File: src/ssie_pkg.sv
// constants shared by the serial shift-in engine
// Functional notes
// - mode code 0..7: bit0 low-first, bit1 sample late, bit2 clock idles high
// - on transfer start the clock line becomes an output at its idle level
// - data line is made an input at start and stays an input afterwards
// - early modes capture data before the pulse, late modes after it
// - each bit gets exactly one clock pulse away from idle and back
// - high-first inserts at low end shifting left, low-first at high end right
// - high-first: first received bit lands in the result's top position
// - repeat sample, pulse, shift until the count is reached, then signal done
// - per-result count is 1 to 16, defaulting to 8 when none is given
// - several results with own counts follow back to back, link held
// - single-result form: count given with request, value returned directly
package ssie_pkg;
   localparam int unsigned MAX_BITS = 16;
   localparam int unsigned CNT_W = 5;
   localparam int unsigned PHASE_W = 8;
   localparam logic [CNT_W-1:0] DEF_BITS = 5'h08;
   localparam logic [CNT_W-1:0] FULL_BITS = 5'h10;
   localparam int unsigned MODE_LOW_FIRST = 0;
   localparam int unsigned MODE_LATE = 1;
   localparam int unsigned MODE_IDLE_HIGH = 2;
   localparam logic [2:0] HIGH_FIRST_SAMPLE_EARLY = 3'h0;
   localparam logic [2:0] LOW_FIRST_SAMPLE_EARLY = 3'h1;
   localparam logic [2:0] HIGH_FIRST_SAMPLE_LATE = 3'h2;
   localparam logic [2:0] LOW_FIRST_SAMPLE_LATE = 3'h3;
   localparam logic [2:0] HIGH_FIRST_EARLY_IDLE_HIGH = 3'h4;
   localparam logic [2:0] LOW_FIRST_EARLY_IDLE_HIGH = 3'h5;
   localparam logic [2:0] HIGH_FIRST_LATE_IDLE_HIGH = 3'h6;
   localparam logic [2:0] LOW_FIRST_LATE_IDLE_HIGH = 3'h7;
   localparam logic [PHASE_W-1:0] PHASE_RESET = 8'h00;
endpackage : ssie_pkg

File: src/ssie_engine.sv
// serial shift-in engine: master clock generation, sampling and assembly
`timescale 1ns/1ps
module ssie_engine (
   input wire logic clk,
   input wire logic reset,
   input wire logic req_valid,
   output logic req_ready,
   input wire logic [2:0] req_mode,
   input wire logic [ssie_pkg::CNT_W-1:0] req_count,
   input wire logic req_count_given,
   input wire logic req_last,
   input wire logic [ssie_pkg::PHASE_W-1:0] phase_idle_len,
   input wire logic [ssie_pkg::PHASE_W-1:0] phase_active_len,
   input wire logic sdata_i,
   output logic sdata_o,
   output logic sdata_oe,
   output logic sclk_o,
   output logic sclk_oe,
   output logic busy,
   output logic [ssie_pkg::MAX_BITS-1:0] result_data,
   output logic result_valid,
   output logic result_last
);
   typedef enum logic [2:0] {
      ST_IDLE,
      ST_LEAD,
      ST_ACT,
      ST_TRAIL,
      ST_NEXT
   } ssie_state_e;

   typedef struct packed {
      ssie_state_e state;
      logic [2:0] mode;
      logic [ssie_pkg::CNT_W-1:0] nbits;
      logic [ssie_pkg::CNT_W-1:0] bitcnt;
      logic last;
      logic [ssie_pkg::MAX_BITS-1:0] shreg;
      logic req_ready;
      logic sclk;
      logic sclk_oe;
      logic busy;
      logic [ssie_pkg::MAX_BITS-1:0] result_data;
      logic result_valid;
      logic result_last;
   } ssie_engine_s;

   ssie_engine_s s;
   ssie_engine_s next_s;
   logic sd;
   logic timer_load;
   logic [ssie_pkg::PHASE_W-1:0] timer_len;
   logic timer_expired;
   logic capture;
   logic [ssie_pkg::MAX_BITS-1:0] sampled;

   ssie_sync u_sync (
      .clk(clk),
      .reset(reset),
      .pin(sdata_i),
      .level(sd)
   );

   ssie_phase_timer #(.WIDTH(ssie_pkg::PHASE_W)) u_timer (
      .clk(clk),
      .reset(reset),
      .load(timer_load),
      .len(timer_len),
      .expired(timer_expired)
   );

   function automatic logic [ssie_pkg::CNT_W-1:0] pick_count(
      input logic given,
      input logic [ssie_pkg::CNT_W-1:0] cnt
   );
      logic [ssie_pkg::CNT_W-1:0] r;
      r = ssie_pkg::DEF_BITS;
      if (given && cnt != '0) begin
         r = (cnt > ssie_pkg::FULL_BITS) ? ssie_pkg::FULL_BITS : cnt;
      end
      return r;
   endfunction : pick_count

   // insert the captured bit according to the bit order
   always_comb begin
      if (s.mode[ssie_pkg::MODE_LOW_FIRST]) begin
         sampled = {sd, s.shreg[ssie_pkg::MAX_BITS-1:1]};
      end else begin
         sampled = {s.shreg[ssie_pkg::MAX_BITS-2:0], sd};
      end
   end

   always_comb begin
      logic done_bit;
      logic [ssie_pkg::CNT_W-1:0] nxt_cnt;
      done_bit = 1'b0;
      nxt_cnt = ssie_pkg::CNT_W'(s.bitcnt + 1'b1);
      next_s = s;
      next_s.result_valid = 1'b0;
      timer_load = 1'b0;
      timer_len = phase_idle_len;
      capture = 1'b0;
      case (s.state)
         ST_IDLE: begin
            if (req_valid) begin
               next_s.mode = req_mode;
               next_s.sclk = req_mode[ssie_pkg::MODE_IDLE_HIGH];
               next_s.sclk_oe = 1'b1;
               next_s.nbits = pick_count(req_count_given, req_count);
               next_s.last = req_last;
               next_s.bitcnt = '0;
               next_s.shreg = '0;
               next_s.busy = 1'b1;
               next_s.req_ready = 1'b0;
               timer_load = 1'b1;
               next_s.state = ST_LEAD;
            end
         end
         ST_NEXT: begin
            // link held at idle level between results of one transfer
            if (req_valid) begin
               next_s.nbits = pick_count(req_count_given, req_count);
               next_s.last = req_last;
               next_s.bitcnt = '0;
               next_s.shreg = '0;
               next_s.req_ready = 1'b0;
               timer_load = 1'b1;
               next_s.state = ST_LEAD;
            end
         end
         ST_LEAD: begin
            if (timer_expired) begin
               if (!s.mode[ssie_pkg::MODE_LATE]) begin
                  capture = 1'b1;
                  next_s.shreg = sampled;
               end
               next_s.sclk = ~s.mode[ssie_pkg::MODE_IDLE_HIGH];
               timer_len = phase_active_len;
               timer_load = 1'b1;
               next_s.state = ST_ACT;
            end
         end
         ST_ACT: begin
            if (timer_expired) begin
               next_s.sclk = s.mode[ssie_pkg::MODE_IDLE_HIGH];
               if (s.mode[ssie_pkg::MODE_LATE]) begin
                  timer_load = 1'b1;
                  next_s.state = ST_TRAIL;
               end else begin
                  done_bit = 1'b1;
               end
            end
         end
         ST_TRAIL: begin
            if (timer_expired) begin
               capture = 1'b1;
               next_s.shreg = sampled;
               done_bit = 1'b1;
            end
         end
         default: begin
            next_s.state = ST_IDLE;
         end
      endcase
      if (done_bit) begin
         next_s.bitcnt = nxt_cnt;
         if (nxt_cnt == s.nbits) begin
            next_s.result_valid = 1'b1;
            next_s.result_last = s.last;
            // low-first leaves the bits at the top; move them down
            if (s.mode[ssie_pkg::MODE_LOW_FIRST]) begin
               next_s.result_data = next_s.shreg >> (ssie_pkg::FULL_BITS - s.nbits);
            end else begin
               next_s.result_data = next_s.shreg;
            end
            next_s.req_ready = 1'b1;
            next_s.busy = !s.last;
            next_s.state = s.last ? ST_IDLE : ST_NEXT;
         end else begin
            timer_load = 1'b1;
            next_s.state = ST_LEAD;
         end
      end
   end

   always_ff @(posedge clk) begin
      if (reset) begin
         s <= '0;
         s.state <= ST_IDLE;
         s.req_ready <= 1'b1;
      end else begin
         s <= next_s;
      end
   end

   assign req_ready = s.req_ready;
   assign sclk_o = s.sclk;
   assign sclk_oe = s.sclk_oe;
   // the data line is only ever listened to
   assign sdata_o = 1'b0;
   assign sdata_oe = 1'b0;
   assign busy = s.busy;
   assign result_data = s.result_data;
   assign result_valid = s.result_valid;
   assign result_last = s.result_last;

   // helper: length of the current active clock phase
   logic [ssie_pkg::PHASE_W:0] act_cnt;
   logic clk_active;
   assign clk_active = s.sclk_oe && (s.sclk != s.mode[ssie_pkg::MODE_IDLE_HIGH]);
   always_ff @(posedge clk) begin
      if (reset) begin
         act_cnt <= '0;
      end else if (clk_active) begin
         act_cnt <= (ssie_pkg::PHASE_W+1)'(act_cnt + 1'b1);
      end else begin
         act_cnt <= '0;
      end
   end
endmodule : ssie_engine

File: src/ssie_phase_timer.sv
// down-counter that times one clock phase in system clock cycles
`timescale 1ns/1ps
module ssie_phase_timer #(
   parameter int unsigned WIDTH = 8
) (
   input wire logic clk,
   input wire logic reset,
   input wire logic load,
   input wire logic [WIDTH-1:0] len,
   output logic expired
);
   typedef struct packed {
      logic run;
      logic [WIDTH-1:0] count;
   } ssie_timer_s;

   ssie_timer_s s;
   ssie_timer_s next_s;

   always_comb begin
      next_s = s;
      if (load) begin
         next_s.run = 1'b1;
         // zero length is treated as one cycle so a phase never vanishes
         next_s.count = (len == '0) ? '0 : WIDTH'(len - 1'b1);
      end else if (s.run && s.count == '0) begin
         next_s.run = 1'b0;
      end else if (s.run) begin
         next_s.count = WIDTH'(s.count - 1'b1);
      end
   end

   always_ff @(posedge clk) begin
      if (reset) begin
         s <= '0;
      end else begin
         s <= next_s;
      end
   end

   assign expired = s.run && (s.count == '0);
endmodule : ssie_phase_timer

File: src/ssie_sync.sv
// three-flop synchroniser with agreement filter for the data pin
`timescale 1ns/1ps
module ssie_sync (
   input wire logic clk,
   input wire logic reset,
   input wire logic pin,
   output logic level
);
   typedef struct packed {
      logic s1;
      logic s2;
      logic s3;
      logic out;
   } ssie_sync_s;

   ssie_sync_s s;
   ssie_sync_s next_s;

   always_comb begin
      next_s = s;
      next_s.s1 = pin;
      next_s.s2 = s.s1;
      next_s.s3 = s.s2;
      // a change only counts once the later two stages agree
      if (s.s2 == s.s3) begin
         next_s.out = s.s3;
      end
   end

   always_ff @(posedge clk) begin
      if (reset) begin
         s <= '0;
      end else begin
         s <= next_s;
      end
   end

   assign level = s.out;
endmodule : ssie_sync

File: config.mk
export PLATFORM = sky130hd
export DESIGN_NAME = ssie_engine
export DESIGN_NICKNAME = d
export VERILOG_FILES = /design/src/ssie_pkg.sv /design/src/ssie_engine.sv /design/src/ssie_phase_timer.sv /design/src/ssie_sync.sv
export SDC_FILE = /design/constraint.sdc
export NUM_CORES = 1
export LEC_CHECK = 0
export ABC_AREA = 1
export BUFFER_PORTS_ARGS = -buffer_cell sky130_fd_sc_hd__buf_2
export CORE_MARGIN = 10
export CORE_UTILIZATION = 53
export DETAILED_ROUTE_END_ITERATION = 8
export MAX_ROUTING_LAYER = met4
export PLACE_DENSITY = 0.79
export SYNTH_ARGS = -nofsm -noshare
export SYNTH_HDL_FRONTEND = slang
export SYNTH_SLANG_ARGS = --single-unit
File: constraint.sdc
create_clock -name clk -period 2.4 [get_ports clk]
set_input_delay 0.24 -clock clk [delete_from_list [all_inputs] [get_ports clk]]
set_output_delay 0.24 -clock clk [all_outputs]
set_load 0.02 [all_outputs]
After elaboration in Yosys (flattened, before gate mapping):

Cells that the tools add are included.
Widths: inputs -> output; s select.

* bits in registers: 68
* input port bits: 30
* output and inout port bits: 24
* word-level logic and storage cells: 111

* $add $sub $neg: 4
* magnitude comparators: 1
* equal/unequal tests: 17
* shift operators: 1
* mux-type cells: 46
* bitwise operators: 2
* reductions and logical operators: 21

Operator list (count)
* $mux 16: 5
* $pmux 16 s4: 1
* $mux 8: 5
* $mux 19: 2
* $mux 37: 1
* $mux 28: 1
* $pmux 11 s2: 1
* $mux 3: 7
* $logic_not 8->1: 2
* $shr 16x5->16: 1
* $sub 8x1->8 const B: 2
* $mux 5: 3
* $ne 3x3->1 const B: 5
* $pmux 3 s5: 1
* $mux 1: 14
* $ne 2x2->1 const B: 6
* $mux 9: 1
* $eq 3x2->1 const B: 2
* $pmux 1 s3: 2
* $reduce_and 2->1: 3
* $reduce_and 3->1: 2
* $reduce_and 6->1: 1
* $reduce_bool 2->1: 3
* $reduce_bool 3->1: 2
* other kinds (15): 19

Logic depth before layout (Yosys ltp):

Gate-level depths: netlist of the first run.

* depth in word-level cells: 9
* gate-level depth with buffers: 19
* gate-level depth less buffers: 19

Hierarchy:

A second synthesis of the first run with hierarchy kept.

* cells, all modules: 705
* area, all modules: 4574.4 µm²

Modules (own cells, without submodules)
* ssie_engine: instances 1, cells each 555, area an instance 3671.0 µm², seq. area each 1101.1 µm²
* ssie_phase_timer: instances 1, cells each 137, area an instance 782.0 µm², seq. area each 180.2 µm²
* ssie_sync: instances 1, cells each 13, area an instance 121.4 µm², seq. area each 80.1 µm²

Worst setup path after synthesis of the first run:

No wires, ideal clock.

* kind: reg2reg
* from: reg s[44] in the netlist's numbering
* to: reg s (netlist bit result_data[1])
* library setup time: 109 ps
* data arrival time: 2167 ps
* data required time: 2291 ps
* path slack: 124 ps
* cell stages (with the launch flop): 16
* path buffers: 5
* clock period less this slack: 2276 ps
* cell sequence: dfxtp_1 -> buf_4 -> inv_1 -> clkbuf_1 -> buf_2 -> ha_1 -> clkbuf_1 -> clkinv_1 -> clkbuf_1 -> nand2_1 -> nand2_1 -> nand2_1 -> nand3_1 -> nand3_1 -> nand2_1 -> inv_1

* word-level cells in the longest chain between the ends: 3
* elaborated cells between the ends (all ways): 5
* classes of those cells: add/sub: 1; eq/ne: 1; shift: 1; mux: 1; reduce/logical: 1

Ends and longest elaborated chain
* start, declared: RTL line ssie_engine.sv:48 `ssie_engine_s s;`
* start signal, assigned: RTL line ssie_engine.sv:192 `s <= next_s;`
* $sub 5x5->5: RTL line ssie_engine.sv:172 `next_s.result_data = next_s.shreg >> (ssie_pkg::FULL_BITS - s.nbits);`
* $shr 16x5->16: RTL line ssie_engine.sv:172
* $mux 16: RTL line ssie_engine.sv:171 `if (s.mode[ssie_pkg::MODE_LOW_FIRST]) begin`

Several ways; a longest one is shown, not always the timed one.
A chain may end at the register's enable or synchronous reset.

Final worst setup path of the first run:

* from: reg u_timer.s[1] in the netlist's numbering
* to: reg s (netlist bit result_data[0])

* word-level cells in the longest chain between the ends: 6
* elaborated cells between the ends (all ways): 11
* classes of those cells: shift: 1; mux: 7; reduce/logical: 3

Ends and longest elaborated chain
* start, declared: RTL line ssie_phase_timer.sv:17 `ssie_timer_s s;`
* start signal, assigned: RTL line ssie_phase_timer.sv:37 `s <= next_s;`
* $logic_not 8->1 *: RTL line ssie_phase_timer.sv:41 `assign expired = s.run && (s.count == '0);`
* $logic_and 1x1->1 *: RTL line ssie_phase_timer.sv:41
* $mux 16 (on tied branches): RTL line ssie_engine.sv:155, ssie_engine.sv:132
* $pmux 16 s4: RTL line ssie_engine.sv:103 `case (s.state)`
* $shr 16x5->16: RTL line ssie_engine.sv:172
* $mux 16: RTL line ssie_engine.sv:171

Every way passes the cells marked *; elsewhere a longest branch is shown, timed or not.

==> flow_metrics.env, run 1 <==
export IMPL_syn_area_per_cell_um2=6.528
export IMPL_drt_total_wl_um=12020
export IMPL_dp_hpwl_um=8892
export IMPL_max_vdd_ir_drop_uv=510.7
export IMPL_synth_common_cells="nand2_1 (135), nand3_1 (130), dfxtp_1 (68)"
export IMPL_pre_cts_ws_ns=0.1489
export IMPL_crit_path_top_delay_cell="dfxtp_1"
export IMPL_io_pin_count=54
export IMPL_grt_pass1_wl_um=20610
export IMPL_ys_seq_area_share_pct=30.18
export IMPL_n_antenna_cell=0
export IMPL_holdWs_ns=0.09325
export IMPL_required_ns=2.66
export IMPL_startpoint="u_timer.s[1]$_SDFFE_PP0P_"
export IMPL_crit_path_end="result_data[0]$_SDFFE_PP0P_"
export IMPL_tns_ns=0
export IMPL_place_congestion=0.9961
export IMPL_fp_dieH_um=112.3
export IMPL_synth_edff_count=0
export IMPL_crit_fanout=17
export IMPL_r2r_cells=14
export IMPL_via_count=4767
export IMPL_synth_flop_cell="dfxtp_1"
export IMPL_status="complete, no violations"
export IMPL_clock_latency_ns=0.36
export IMPL_path_buf_inv=3
export IMPL_grt_max_degree=33
export IMPL_globalRouteOverflowTotal=0
export IMPL_yosysTopAreaCell="dfxtp_1"
export IMPL_fin_crit_ns=2.192
export IMPL_antenna_found_initial=0
export IMPL_leakage_uw=0.002365
export IMPL_cts_clk_slew_worst_paths_ns=0.08
export IMPL_async_flop_share_pct=0
export IMPL_fin_skew_ns=0.01095
export IMPL_crit_path_end_kind="flip-flop"
export IMPL_tightest_slew_ns=0.6504
export IMPL_crit_path_frequent_cell="nand3_1"
export IMPL_r2r_end="result_data[0]$_SDFFE_PP0P_"
export IMPL_crit_chain="inv_1 > ha_1 > nand2_1 > nor2_4 > nand2_8 > clkinv_2 > nand3_1 > nand3_1 > nand3_1 > nand3_1 > nand3_1 > nand3_1 > nand2_1 > inv_1"
export IMPL_dieArea_mm2=0.01260
export IMPL_yosysMostFrequentCell="nand2_1"
export IMPL_port_buffers=51
export IMPL_drc=0
export IMPL_arrival_ns=2.45
export IMPL_setup_ws_ns=0.2080
export IMPL_rsz0062_at_grt="no"
export IMPL_fmax_mhz=456.2
export IMPL_fill_cells=813
export IMPL_drive_gt1_share_pct=17.58
export IMPL_synth_warnings=0
export IMPL_synth_seq_cells=68
export IMPL_grt_usage_pct=19.43
export IMPL_syn_cell_area_mm2=0.004511
export IMPL_area_growth_pct=10.60
export IMPL_drtPass1Iterations=5
export IMPL_htree_levels=3
export IMPL_drv_cap=0
export IMPL_drv_slew=0
export IMPL_ctsRootBufferMaster="clkbuf_8"
export IMPL_critPathLaunchType="flip-flop"
export IMPL_synth_top_area_share_pct=30.18
export IMPL_core_mm2=0.008258
export IMPL_clock_path_buffers=2
export IMPL_synth_area_leaders="dfxtp_1 (30%), nand3_1 (14%), nand2_1 (11%)"
export IMPL_ant_nets=0
export IMPL_report_power_total_uw=4339
export IMPL_first_global_vias=4551
export IMPL_post_drt_wl_per_cell_um=14.43
export IMPL_nets=758
export IMPL_die_w_um=112.3
export IMPL_cp_top_family="simple AND/OR/NAND/NOR gates"
export IMPL_cts_tree="built"
export IMPL_cp_num_cells=14
export IMPL_critical_path_max_stage_delay_ns=0.36
export IMPL_period_share_pct=91.33
export IMPL_numClockSinks=68
export IMPL_rrSetupSlack_ns=0.21
export IMPL_hold_viol_final=0
export IMPL_pwr_density_cell_mw_per_mm2=869.8
export IMPL_setup_viol=0
export IMPL_crit_type="reg -> reg"
export IMPL_cts_buffers=9
export IMPL_r2r_start="u_timer.s[1]$_SDFFE_PP0P_"
export IMPL_via_per_inst=5.723
export IMPL_synth_distinct_cells=43
export IMPL_drt_iter0_drc=425
export IMPL_num_rows=33
export IMPL_synth_cells=691
export IMPL_slew_limit_headroom_pct=56.59
export IMPL_start_util_pct=54.62
export IMPL_worst_hold_path_type="in -> reg"
## sequential cells by signal, indices dropped and copies added (netlist names), 2 cells and up
name,count
s,33
result_data,16
u_timer.s,9
u_sync.next_s,2
## timing repair
action                     CTS  global route
gates resized for setup      0             5
setup endpoints to repair    0            15
setup buffers                0             0
hold buffers                 0             0
## worst reg2reg max path, delay by kind of cell (launching register included)
kind / cells / cell delay, ns
buffers and inverters: 3 / 0.34
DFF: 1 / 0.36
adders and majority gates: 1 / 0.18
and+or+nand+nor: 10 / 1.22
## worst min-delay path by stage
stage / startpoint / slack, ns / cells after the start / end
2_1_floorplan: sdata_i / 0.35 / 2 / u_sync.next_s[2]$_SDFF_PP0_
3_3_place_gp: u_sync.next_s[2]$_SDFF_PP0_ / 0.40 / 2 / u_sync.next_s[1]$_SDFF_PP0_
3_5_place_dp: u_sync.next_s[2]$_SDFF_PP0_ / 0.41 / 2 / u_sync.next_s[1]$_SDFF_PP0_
4_1_cts: sdata_i / 0.09 / 3 / u_sync.next_s[2]$_SDFF_PP0_
5_1_grt: req_mode[2] / 0.12 / 3 / s[51]$_SDFFE_PP0P_
6_report: sdata_i / 0.09 / 3 / u_sync.next_s[2]$_SDFF_PP0_
## cell families (layout without fill, tap and decap cells)
kind of cell	count (synthesis)	count (layout)	share of synthesized area, %
compound gates	133	133	16.48
xor+xnor	16	16	3.273
fa+ha+maj	5	5	1.387
buf+inv	118	154	12.15
flops	68	68	30.18
other cells	1	2	0.08314
simple gates	350	350	36.45
## cells in the final DEF (no fill, tap or decap), types with 2 or more instances in the layout
cell type and n:
nand2_1 135, conb_1 2, and2_1 5, nand3_2 2
ha_1 5, nand2_4 4, dfxtp_1 68, clkinv_1 2
nor2_1 42, o21ai_1 19, or2_2 2, a211oi_1 4
clkbuf_8 9, a21oi_1 59, inv_2 12, buf_2 51
bufinv_16 2, or2_1 2, nand3_1 130, inv_1 56
xnor2_1 3, o21ai_0 33, nand4_1 6, nor3_1 5
clkinv_4 2, nor2_2 3, xor2_1 12, buf_4 16
nor2_4 6, o21ai_2 7, nand2_2 4, o21a_1 5
inv_6 2, o32ai_1 2
## metrics by stage
step | instance area, µm² | utilization (%) | instances
floorplan | 4514 | - | 692
global placement | 4740 | 57.39 | 817
detailed placement | 4740 | 57.39 | 817
CTS | 4970 | 60.18 | 833
global route | 4989 | 60.41 | 833
finish | 4989 | 60.41 | 833
## layout make-up
type | instances | area, µm² | area share, %
Sequential cell | 68 | 1361 | 27.29
Tap cell | 105 | 131.4 | 2.634
Clock buffer | 9 | 123.9 | 2.483
Timing Repair Buffer | 67 | 375.4 | 7.524
Inverter | 71 | 267.8 | 5.367
Multi-Input combinational cell | 506 | 2623 | 52.57
Clock inverter | 7 | 106.4 | 2.132
## per-layer routing
metal	vias to the layer above	track usage, %	share of wire, %
met1	2187	22.62	41
met2	193	31.94	49
met4	0	9.052	3.5
met3	38	3.301	7.3
met5	-	-	0
li1	2349	-	-
## report_power, final
group | internal, µW | switching [µW] | total (µW)
clock | 603 | 502 | 1110
sequential | 1270 | 112 | 1390
combinational | 596 | 1250 | 1850
total | 2470 | 1870 | 4340
Power figures use the tool's default switching activity.
==> inputs of run 2 (changes only) <==
BUFFER_PORTS_ARGS = default   (was -buffer_cell sky130_fd_sc_hd__buf_2)
CORE_UTILIZATION = 60   (was 53)
DONT_BUFFER_PORTS = 1   (was default)
PLACE_DENSITY = 0.78   (was 0.79)
SKIP_LAST_GASP = 1   (was default)
clock period = 2.45 ns   (was 2.4 ns; I/O delays follow)
==> flow_metrics.env, run 2 (synthesis gave the netlist of run 1 again) <==
export IMPL_drv_slew=0
export IMPL_via_per_inst=5.860
export IMPL_post_drt_wl_per_cell_um=15.98
export IMPL_area_growth_pct=5.964
export IMPL_ctsRootBufferMaster="clkbuf_8"
export IMPL_drt_iter0_drc=376
export IMPL_tightest_slew_ns=0.7936
export IMPL_drt_total_wl_um=12450
export IMPL_num_rows=31
export IMPL_dp_hpwl_um=9131
export IMPL_holdWs_ns=0.03567
export IMPL_seqPwrFrac_pct=32.4
export IMPL_rrSetupSlack_ns=0.23
export IMPL_via_count=4565
export IMPL_fin_skew_ns=0.01542
export IMPL_critical_path_max_stage_delay_ns=0.31
export IMPL_fmax_mhz=450.5
export IMPL_core_mm2=0.007292
export IMPL_cts_tree="built"
export IMPL_cts_buffers=9
export IMPL_required_ns=2.72
export IMPL_n_antenna_cell=0
export IMPL_dieArea_mm2=0.01139
export IMPL_cts_clk_slew_worst_paths_ns=0.08
export IMPL_globalRouteOverflowTotal=0
export IMPL_pwr_density_cell_mw_per_mm2=893.8
export IMPL_whs_path_depth=3
export IMPL_pre_cts_ws_ns=0.07187
export IMPL_crit_type="reg -> reg"
export IMPL_port_buffers=0
export IMPL_top_register="s"
export IMPL_io_pin_count=54
export IMPL_antenna_found_initial=0
export IMPL_crit_fanout=16
export IMPL_fp_dieH_um=106.7
export IMPL_critPathLaunchType="flip-flop"
export IMPL_leakage_uw=0.002138
export IMPL_largest_reg_flops=33
export IMPL_clockPowerShare_pct=27.5
export IMPL_place_congestion=0.9971
export IMPL_clock_latency_ns=0.37
export IMPL_crit_path_end_kind="flip-flop"
export IMPL_drive_gt1_share_pct=11.91
export IMPL_tns_ns=0
export IMPL_first_global_vias=4370
export IMPL_r2r_start="u_timer.s[0]$_SDFFE_PP0P_"
export IMPL_r2r_cells=15
export IMPL_layout_common_cells="nand2_1 (135), nand3_1 (130), dfxtp_1 (68)"
export IMPL_drv_cap=0
export IMPL_period_share_pct=90.61
export IMPL_swShare_pct=41.75
export IMPL_slew_limit_headroom_pct=47.04
export IMPL_fin_util_pct=65.55
export IMPL_crit_path_top_delay_cell="dfxtp_1"
export IMPL_status="complete, no violations"
export IMPL_r2r_end="result_data[3]$_SDFFE_PP0P_"
export IMPL_ant_nets=0
export IMPL_grt_usage_pct=22.76
export IMPL_p_comb_share_pct=40.1
export IMPL_htree_levels=3
export IMPL_crit_path_frequent_cell="nand3_1"
export IMPL_p_sw_uw=1783
export IMPL_min_from="reset"
export IMPL_clock_path_buffers=2
export IMPL_die_w_um=106.7
export IMPL_fin_crit_ns=2.220
export IMPL_worst_hold_path_type="in -> reg"
export IMPL_nets=710
export IMPL_grt_max_degree=32
export IMPL_hold_viol_final=0
export IMPL_setup_ws_ns=0.2300
export IMPL_drtPass1Iterations=5
export IMPL_max_vdd_ir_drop_uv=648.2
export IMPL_report_power_total_uw=4272
export IMPL_numClockSinks=68
export IMPL_postCtsSetupRepairBufs=0
export IMPL_arrival_ns=2.49
export IMPL_hold_end="u_timer.s[0]$_SDFFE_PP0P_"
export IMPL_crit_chain="inv_2 > ha_1 > nand2_1 > nor2_4 > nand2_8 > nand2_2 > nand2_2 > nand2_1 > nand3_1 > nand3_1 > nand3_1 > nand3_1 > nand3_1 > nand2_1 > inv_1"
export IMPL_grt_pass1_wl_um=20980
export IMPL_drc=0
export IMPL_rsz0062_at_grt="yes"
export IMPL_p_int_uw=2489
export IMPL_final_common_cell="nand2_1"
export IMPL_start_util_pct=61.86
export IMPL_setup_viol=0
==> run 2: what timing repair did <==
item                                    4_1_cts  5_1_grt
endpoints found under the setup margin        0       20
hold buffers                                  2        0
resized for setup                             0        5
endpoints found under the hold margin        31        0
==> run 2: area by class of cell <==
cell class	instances	area, µm²
Clock buffer	10	137.6
Clock inverter	6	111.4
Fill cell	704	2512
Inverter	71	266.5
Multi-Input combinational cell	506	2621
Sequential cell	68	1361
Tap cell	99	123.9
Timing Repair Buffer	19	157.7
==> run 2: stage by stage <==
stage | instances | instance area [µm²]
3_3_place_gp | 761 | 4484
5_1_grt | 779 | 4780
4_1_cts | 779 | 4763
6_report | 779 | 4780
2_1_floorplan | 692 | 4514
3_5_place_dp | 761 | 4484
==> run 2: power groups by stage <==
stage	registers, µW	clock network [µW]	logic (µW)
CTS	1380	1190	1690
global placement	1410	0	1630
floorplan	1380	0	1370
detailed placement	1410	0	1670
global route	1410	1220	1920
finish	1390	1170	1710
==> run 2: worst max-delay path by stage <==
stage | slack [ns] | cells past startpoint | from | to
5_1_grt | -0.003 | 18 | u_timer.s[0]$_SDFFE_PP0P_ | u_timer.s[0]$_SDFFE_PP0P_
2_1_floorplan | 0.17 | 15 | s[44]$_SDFFE_PP0P_ | result_data[1]$_SDFFE_PP0P_
4_1_cts | 0.05 | 18 | u_timer.s[0]$_SDFFE_PP0P_ | u_timer.s[0]$_SDFFE_PP0P_
3_3_place_gp | 0.19 | 18 | u_timer.s[0]$_SDFFE_PP0P_ | u_timer.s[0]$_SDFFE_PP0P_
6_report | 0.23 | 15 | u_timer.s[0]$_SDFFE_PP0P_ | result_data[3]$_SDFFE_PP0P_
3_5_place_dp | 0.07 | 18 | u_timer.s[0]$_SDFFE_PP0P_ | u_timer.s[0]$_SDFFE_PP0P_
==> run 2: metal layers <==
| metal | vias to the layer above | global-route usage (%) | part of all wire [%] |
|---|---|---|---|
| met5 | - | - | 0 |
| met4 | 0 | 7.253 | 2.1 |
| met3 | 27 | 6.766 | 9.9 |
| met2 | 210 | 35.16 | 44 |
| met1 | 2075 | 27.93 | 44 |
| li1 | 2253 | - | - |
==> run 2: critical path, delay by kind of cell (launching register included) <==
family                     cells  cell delay (ns)
and+or+nand+nor               12             1.52
DFF                            1             0.31
adders and majority gates      1             0.16
buffers and inverters          2             0.14
